**config.mk**
```make
export PLATFORM = sky130hd
export DESIGN_NAME = pwc_top
export DESIGN_NICKNAME = d
export VERILOG_FILES = /design/src/hw/pwc_pkg.sv /design/src/hw/pwc_pre_if.sv /design/src/hw/pwc_prescaler.sv /design/src/hw/pwc_top.sv
export SDC_FILE = /design/constraint.sdc
export NUM_CORES = 1
export LEC_CHECK = 0
export ABC_CLOCK_PERIOD_IN_PS = 3800
export BUFFER_PORTS_ARGS = -buffer_cell sky130_fd_sc_hd__buf_2
export CORE_UTILIZATION = 52
export DETAILED_ROUTE_END_ITERATION = 10
export GPL_ROUTABILITY_DRIVEN = 1
export HOLD_SLACK_MARGIN = 0.02
export PLACE_DENSITY = 0.79
export SLEW_MARGIN = 20
export SYNTH_ARGS = -nofsm -noshare
export SYNTH_HDL_FRONTEND = slang
export SYNTH_SLANG_ARGS = --single-unit
export TNS_END_PERCENT = 1
```
**constraint.sdc**
```tcl
create_clock -name i_sys_clk -period 3.8 [get_ports i_sys_clk]
set_input_delay 1.14 -clock i_sys_clk [delete_from_list [all_inputs] [get_ports i_sys_clk]]
set_output_delay 1.14 -clock i_sys_clk [all_outputs]
set_load 0.02 [all_outputs]
```
**src/hw/pwc_pkg.sv**
```systemverilog
// package: register map, field layout, reset values and divide table of the periodic counter
package pwc_pkg;

   // ****************************************************************
   // register map (index addresses on the plain register port)
   // ****************************************************************
   localparam logic [1:0] ADDR_STATUS_CONTROL = 2'h0;
   localparam logic [1:0] ADDR_COUNT_VALUE    = 2'h1;
   localparam logic [1:0] ADDR_MODULO_VALUE   = 2'h2;

   // ****************************************************************
   // status/control field positions
   // ****************************************************************
   localparam int FLAG_BIT   = 7;
   localparam int CKS_HI     = 6;
   localparam int CKS_LO     = 5;
   localparam int IE_BIT     = 4;
   localparam int PS_HI      = 3;
   localparam int PS_LO      = 0;

   // ****************************************************************
   // reset values and encodings
   // ****************************************************************
   localparam logic [1:0] RESET_CKS    = 2'h0;
   localparam logic [3:0] RESET_PS     = 4'h0;
   localparam logic [7:0] RESET_MODULO = 8'h00;
   localparam logic [7:0] RESET_COUNT  = 8'h00;
   localparam logic [1:0] CKS_LPO      = 2'h0;
   localparam logic [1:0] CKS_EXT      = 2'h1;
   localparam int         PRE_W        = 18;

   // divide ratio for {source bit 0, prescaler select}; zero means off
   function automatic logic [17:0] div_ratio(input logic src_bit0, input logic [3:0] sel);
      logic [17:0] r;
      r = 18'h0_0000;
      case ({src_bit0, sel})
         5'h01: r = 18'h0_0008;
         5'h02: r = 18'h0_0020;
         5'h03: r = 18'h0_0040;
         5'h04: r = 18'h0_0080;
         5'h05: r = 18'h0_0100;
         5'h06: r = 18'h0_0200;
         5'h07: r = 18'h0_0400;
         5'h08: r = 18'h0_0001;
         5'h09: r = 18'h0_0002;
         5'h0a: r = 18'h0_0004;
         5'h0b: r = 18'h0_000a;
         5'h0c: r = 18'h0_0010;
         5'h0d: r = 18'h0_0064;
         5'h0e: r = 18'h0_01f4;
         5'h0f: r = 18'h0_03e8;
         5'h11: r = 18'h0_0400;
         5'h12: r = 18'h0_0800;
         5'h13: r = 18'h0_1000;
         5'h14: r = 18'h0_2000;
         5'h15: r = 18'h0_4000;
         5'h16: r = 18'h0_8000;
         5'h17: r = 18'h1_0000;
         5'h18: r = 18'h0_03e8;
         5'h19: r = 18'h0_07d0;
         5'h1a: r = 18'h0_1388;
         5'h1b: r = 18'h0_2710;
         5'h1c: r = 18'h0_4e20;
         5'h1d: r = 18'h0_c350;
         5'h1e: r = 18'h1_86a0;
         5'h1f: r = 18'h3_0d40;
         default: r = 18'h0_0000;
      endcase
      return r;
   endfunction

endpackage

```
**src/hw/pwc_pre_if.sv**
```systemverilog
// interface: link between the counter core and its prescaler
interface pwc_pre_if;
   logic                        src_tick;
   logic                        clear;
   logic                        hold;
   logic [pwc_pkg::PRE_W-1:0]   ratio;
   logic                        tick;
   modport ctrl (output src_tick, output clear, output hold, output ratio, input tick);
   modport pre  (input src_tick, input clear, input hold, input ratio, output tick);
endinterface

```
**src/hw/pwc_prescaler.sv**
```systemverilog
// module: prescaler dividing source ticks by the selected ratio
module pwc_prescaler #(
   parameter int PRE_W = pwc_pkg::PRE_W
) (
   input  wire logic   i_sys_clk,
   input  wire logic   i_srst,
   pwc_pre_if.pre      p
);

   if (PRE_W < pwc_pkg::PRE_W) begin : g_bad_width
      $error("prescaler width too small for largest ratio");
   end

   logic [PRE_W-1:0] div_cnt;
   logic [PRE_W-1:0] ratio_w;
   logic             last;

   assign ratio_w = PRE_W'(p.ratio);
   assign last    = (div_cnt == ratio_w - PRE_W'(1));

   // ****************************************************************
   // divider; hold freezes it so counting resumes where it stopped
   // ****************************************************************
   always_ff @(posedge i_sys_clk) begin
      if (i_srst || p.clear || ratio_w == '0) begin
         div_cnt <= '0;
         p.tick  <= 1'b0;
      end else if (p.src_tick && !p.hold) begin
         div_cnt <= last ? '0 : div_cnt + PRE_W'(1);
         p.tick  <= last;
      end else begin
         p.tick  <= 1'b0;
      end
   end
endmodule

```
**src/hw/pwc_top.sv**
```systemverilog
// module: periodic wake-up counter core with register port and source selection
module pwc_top (
   input  wire logic        i_sys_clk,
   input  wire logic        i_srst,
   input  wire logic [1:0]  i_addr,
   input  wire logic [7:0]  i_wr_data,
   input  wire logic        i_wr_en,
   input  wire logic        i_rd_en,
   input  wire logic        i_low_power_osc_clock,
   input  wire logic        i_external_ref_clock,
   input  wire logic        i_internal_ref_clock,
   input  wire logic        i_stop2_mode,
   input  wire logic        i_bgnd_active,
   output logic [7:0]       o_rd_data,
   output logic             o_irq
);

   // ****************************************************************
   // registers and internal nets
   // ****************************************************************
   logic [1:0]  clock_source_select;
   logic [3:0]  prescaler_select;
   logic        match_interrupt_enable;
   logic        match_flag;
   logic [7:0]  periodic_modulo_value;
   logic [7:0]  periodic_count_value;

   logic [2:0]  src_in;
   logic [2:0]  src_sync [3];
   logic [2:0]  src_level;
   logic [2:0]  src_rise;
   logic        sel_tick;

   logic        wr_status;
   logic        wr_modulo;
   logic        wr_count;
   logic [1:0]  new_cks;
   logic [3:0]  new_ps;
   logic        cfg_change;
   logic        counter_clear;
   logic        tick_ok;
   logic        at_modulo;
   logic        match_event;
   logic        next_match_flag;
   logic        next_match_interrupt_enable;

   pwc_pre_if   pre_link ();

   // ****************************************************************
   // source synchronisers: three stages, a change counts once
   // stages two and three agree
   // ****************************************************************
   assign src_in = {i_internal_ref_clock, i_external_ref_clock, i_low_power_osc_clock};

   for (genvar g = 0; g < 3; g++) begin : g_src
      always_ff @(posedge i_sys_clk) begin
         if (i_srst) begin
            src_sync[g] <= 3'h0;
         end else begin
            src_sync[g] <= {src_sync[g][1:0], src_in[g]};
         end
      end

      always_ff @(posedge i_sys_clk) begin
         if (i_srst) begin
            src_level[g] <= 1'b0;
         end else if (src_sync[g][1] == src_sync[g][2]) begin
            src_level[g] <= src_sync[g][2];
         end
      end

      assign src_rise[g] = src_sync[g][1] & src_sync[g][2] & ~src_level[g];
   end

   // ****************************************************************
   // source selection; in stop2 only the low-power source survives,
   // the reference clocks are gone there
   // ****************************************************************
   always_comb begin
      case (clock_source_select)
         pwc_pkg::CKS_LPO: sel_tick = src_rise[0];
         pwc_pkg::CKS_EXT: sel_tick = src_rise[1] & ~i_stop2_mode;
         default:          sel_tick = src_rise[2] & ~i_stop2_mode;
      endcase
   end

   // ****************************************************************
   // register port decode
   // ****************************************************************
   assign wr_status = i_wr_en && (i_addr == pwc_pkg::ADDR_STATUS_CONTROL);
   assign wr_modulo = i_wr_en && (i_addr == pwc_pkg::ADDR_MODULO_VALUE);
   assign wr_count  = i_wr_en && (i_addr == pwc_pkg::ADDR_COUNT_VALUE);
   assign new_cks   = i_wr_data[pwc_pkg::CKS_HI:pwc_pkg::CKS_LO];
   assign new_ps    = i_wr_data[pwc_pkg::PS_HI:pwc_pkg::PS_LO];

   // only a different value restarts the time base; rewriting the same
   // setting (e.g. to clear the flag) must not disturb the period
   assign cfg_change = wr_status &&
                       ((new_cks != clock_source_select) || (new_ps != prescaler_select));
   assign counter_clear = cfg_change || wr_modulo;

   // ****************************************************************
   // prescaler
   // ****************************************************************
   assign pre_link.src_tick = sel_tick;
   assign pre_link.clear    = counter_clear;
   assign pre_link.hold     = i_bgnd_active;
   assign pre_link.ratio    = pwc_pkg::div_ratio(clock_source_select[0],
                                                 prescaler_select);

   pwc_prescaler #(
      .PRE_W (pwc_pkg::PRE_W)
   ) u_prescaler (
      .i_sys_clk (i_sys_clk),
      .i_srst    (i_srst),
      .p         (pre_link.pre)
   );

   // ****************************************************************
   // control fields
   // ****************************************************************
   always_ff @(posedge i_sys_clk) begin
      if (i_srst) begin
         clock_source_select <= pwc_pkg::RESET_CKS;
         prescaler_select    <= pwc_pkg::RESET_PS;
      end else if (wr_status) begin
         clock_source_select <= new_cks;
         prescaler_select    <= new_ps;
      end
   end

   assign next_match_interrupt_enable = wr_status ? i_wr_data[pwc_pkg::IE_BIT]
                                                  : match_interrupt_enable;

   always_ff @(posedge i_sys_clk) begin
      if (i_srst) begin
         match_interrupt_enable <= 1'b0;
      end else begin
         match_interrupt_enable <= next_match_interrupt_enable;
      end
   end

   always_ff @(posedge i_sys_clk) begin
      if (i_srst) begin
         periodic_modulo_value <= pwc_pkg::RESET_MODULO;
      end else if (wr_modulo) begin
         periodic_modulo_value <= i_wr_data;
      end
   end

   // ****************************************************************
   // main counter; no wait or stop input here on purpose: the core
   // keeps counting whenever its source ticks, except in background mode
   // ****************************************************************
   assign tick_ok     = pre_link.tick && !i_bgnd_active;
   assign at_modulo   = (periodic_count_value == periodic_modulo_value);
   assign match_event = tick_ok && at_modulo && !counter_clear;

   always_ff @(posedge i_sys_clk) begin
      if (i_srst) begin
         periodic_count_value <= pwc_pkg::RESET_COUNT;
      end else if (counter_clear) begin
         periodic_count_value <= pwc_pkg::RESET_COUNT;
      end else if (tick_ok) begin
         periodic_count_value <= at_modulo ? pwc_pkg::RESET_COUNT
                                           : periodic_count_value + 8'h01;
      end
   end

   // ****************************************************************
   // match flag and request; a match in the clearing cycle wins
   // ****************************************************************
   assign next_match_flag = match_event ||
                            (match_flag && !(wr_status && i_wr_data[pwc_pkg::FLAG_BIT]));

   always_ff @(posedge i_sys_clk) begin
      if (i_srst) begin
         match_flag <= 1'b0;
      end else begin
         match_flag <= next_match_flag;
      end
   end

   // registered from the next values so the request tracks the flag
   always_ff @(posedge i_sys_clk) begin
      if (i_srst) begin
         o_irq <= 1'b0;
      end else begin
         o_irq <= next_match_flag && next_match_interrupt_enable;
      end
   end

   // ****************************************************************
   // read port; data valid only in the cycle after the strobe
   // ****************************************************************
   always_ff @(posedge i_sys_clk) begin
      if (i_srst || !i_rd_en) begin
         o_rd_data <= 8'h00;
      end else begin
         case (i_addr)
            pwc_pkg::ADDR_STATUS_CONTROL: o_rd_data <= {match_flag, clock_source_select,
                                                        match_interrupt_enable,
                                                        prescaler_select};
            pwc_pkg::ADDR_COUNT_VALUE:    o_rd_data <= periodic_count_value;
            pwc_pkg::ADDR_MODULO_VALUE:   o_rd_data <= periodic_modulo_value;
            default:                      o_rd_data <= 8'h00;
         endcase
      end
   end
endmodule

```
==> impl_metrics.csv <==
group,metric,value,unit
pwr,p_leak,1.87,nW
logic_synthesis,yosysUniqueCellTypes,58,
flow_run,drv_cap,0,
setup_path,crit_type,"primary input to flip-flop",
timing,final.setup.tns,0,ps
setup_path,cp-end-kind,"flip-flop",
logic_synthesis,synth_edf_count,0,
logic_synthesis,ys.flop_type,"dfxtp_1",
run_status,status,"finished, final reports clean",
logic_synthesis,synth_seq_cells,82,
drt,via_per_inst,5.92,
cts,cts_num_sinks,82,
timing,skew,10.5,ps
layout,antennaDiodeCount,0,
cts,hold_buffers,0,
drt,wl_per_cell,16.2,µm
cts,cts_tree,"done",
cts,cts_max_path_buffers,2,
cts,clock-root-buffer,"clkbuf_8",
placed_design,dp_hpwl,7280,µm
cts,cts_setup_buffers,0,
cts,numCtsBuffers,9,
die,die_width,92.3,µm
timing,worstMarginPinSlew,690,ps
logic_synthesis,ys_warn_count,0,
global_routing,grt_pass1_wl,16500,µm
die,core_area,7810,µm²
layout,fin_nets,541,
setup_path,crit_arrival,3220,ps
die,start_util,54.3,%
setup_path,r2r_start,"pre_link.ratio[3]$_DFF_P_",
drt,drt_pre_antenna_iters,7,
logic_synthesis,syn-num-nets,523,
layout,drive_above_1_share,11.4,%
logic_synthesis,yosysSeqAreaShare,38.7,%
logic_synthesis,synth_top_area_share,38.7,%
global_routing,grt_max_degree,20,
timing,rsz0062_at_grt,"no",
setup_path,cp_max_fo,19,
die,row_count,32,
global_routing,antenna_found_initial,0,
logic_synthesis,netlist_instances,493,
timing,maxSlewViolCount,0,
logic_synthesis,async_reset_ff_share,0,%
layout,fillCellCount,703,
timing,setup_violations,0,
placed_design,placed_cells,602,
global_routing,overflow,0,
setup_path,worstPathRequired,4020,ps
cts,h-tree-depth,3,
min_path,hold_path_class,"flip-flop to flip-flop",
layout,fin_cells,618,
drt,drtIter0Drc,260,
drt,via_count,3660,
setup_path,startpoint_type,"primary input",
cts,cts-resized-gates,0,
drt,drc,0,
timing,hold_viol,0,
placed_design,gp_congestion,0.957,
cts,clk_pin_slew_worst_paths,90,ps
cts,insertion_delay,370,ps
pwr,p_sw,0.000436,W
global_routing,track_usage,24.8,%
pwr,clkPwrFrac,38.4,%
setup_path,crit_start,"i_bgnd_active",
pwr,pwr_density_cell,360,nW/µm²
layout,area_delta_synth_final,9.24,%
pwr,comb_power_share,8.7,%
placed_design,portBuffers,27,
global_routing,grt_pass1_vias,3513,
die,die_area,8520,µm²
pwr,vdd_drop_max,0.288,mV
pwr,p_sw_share,26.1,%
drt,ant_nets,0,
drt,postRouteWirelength,10000,µm
min_path,hp-start,"src_sync[2][0]$_SDFF_PP0_",
die,die_h,92.3,µm
timing,finalCritPeriodShare,79.0,%
logic_synthesis,syn_area_per_cell,8.60,µm²
timing,fin_crit,3000,ps
logic_synthesis,netlist_area,4240,µm²
die,ioPinCount,28,
timing,timing.fmax,333,MHz
logic_synthesis,yosysTopAreaCell,"dfxtp_1",
logic_synthesis,ys_top_cells_by_area,"dfxtp_1, xor2_1, mux2i_1, nand2_1, nor2_1",
pwr,seqPwrFrac,52.9,%
timing,relSlewSlack,53.4,%
pwr,p_int,0.00123,W
==> routing by layer <==
metal | routed length [µm] | GRT usage, % | vias to the layer above | part of all wire (%)
met3 | 590 | 5.58 | 25 | 5.9
li1 | - | - | 1787 | -
met5 | 0 | 0 | - | 0
met1 | 4630 | 32.5 | 1693 | 46
met2 | 4610 | 39.7 | 155 | 46
met4 | 203 | 9.11 | 0 | 2.0
==> power by group through the flow <==
| stage | registers (W) | clock network [W] | logic [W] |
|---|---|---|---|
| 6_report | 0.000883 | 0.000641 | 0.000145 |
| 5_1_grt | 0.000885 | 0.000684 | 0.000158 |
| 2_1_floorplan | 0.000899 | 0 | 0.000104 |
| 3_3_place_gp | 0.000903 | 0 | 0.000138 |
| 4_1_cts | 0.000883 | 0.000643 | 0.000143 |
| 3_5_place_dp | 0.000903 | 0 | 0.000141 |
==> final timing paths <==
path                                           to  slack (ps)  cells past startpoint
max          u_prescaler.div_cnt[12]$_SDFFE_PP0P_         800                      8
min                     src_sync[2][1]$_SDFF_PP0_         450                      1
max reg2reg  u_prescaler.div_cnt[12]$_SDFFE_PP0P_        1130                      7
min reg2reg             src_sync[2][1]$_SDFF_PP0_         450                      1
==> flip-flops by register name, summed over array words and instances, names as in the netlist, 2 cells and up <==
name                   flops
clock_source_select        2
o_rd_data                  8
periodic_count_value       8
periodic_modulo_value      8
pre_link.ratio            18
prescaler_select           4
src_level                  3
src_sync                   9
u_prescaler.div_cnt       18
==> cell type report <==
cell class              count  area [µm²]  share of cell area [%]
inverters                  13        48.8                    1.05
clock inverters             7        76.3                    1.65
multi-input cells         374        2450                    52.9
clock buffers               9         124                    2.67
well taps                 102         128                    2.76
flip-flops and latches     82        1640                    35.4
repair buffers             31         165                    3.57
==> worst max-delay path: stages <==
cell      delay [ps]
buf_2            110
nand2b_1         160
nor4_2           370
nor2_1           230
or4_4            590
nor4_4           270
buf_4            270
nor4_1            80
==> Yosys cell counts (all sizes together) (4+ instances only) <==
cell type,count
buf,5
or2,5
a21oi,28
inv,12
or4,4
o22ai,6
nor2,49
and4,4
o21ai,11
nand3,10
and3,4
nor3,15
clkbuf,19
xor2,37
mux2i,21
nor2b,15
nand2,50
o2111ai,4
ha,11
nand4,8
nor3b,4
nor4,27
dfxtp,82
xnor2,18
==> cell usage in the layout, fill, tap and decap left out, drive strengths merged, types with 18 or more instances in the layout <==
cell / n
buf: 31
xor2: 37
mux2i: 21
a21oi: 28
nor4: 27
nand2: 50
dfxtp: 82
xnor2: 18
nor2: 49
==> metrics by stage <==
stage          setup slack [ps]  utilization, %  hold slack (ps)  cell area, µm²  total power [W]
2_1_floorplan               613               -              414            4240          0.00100
3_3_place_gp                493            56.7              420            4430          0.00104
3_5_place_dp                424            56.7              429            4430          0.00104
4_1_cts                     806            59.3              451            4630          0.00167
5_1_grt                     590            59.3              476            4630          0.00173
6_report                    797            59.3              449            4630          0.00167
==> cell families (layout without fill, tap and decap cells) <==
group	Yosys count	count (layout)	share of synthesized area, %
DFF	82	82	38.7
muxes	21	21	4.96
and+or+nand+nor	211	211	26.8
AOI/OAI and AO/OA	76	76	11.4
buffers and inverters	37	60	3.54
adders and majority gates	11	11	3.25
xor gates and xnor gates	55	55	11.4
(Power assumes the default switching activity.)
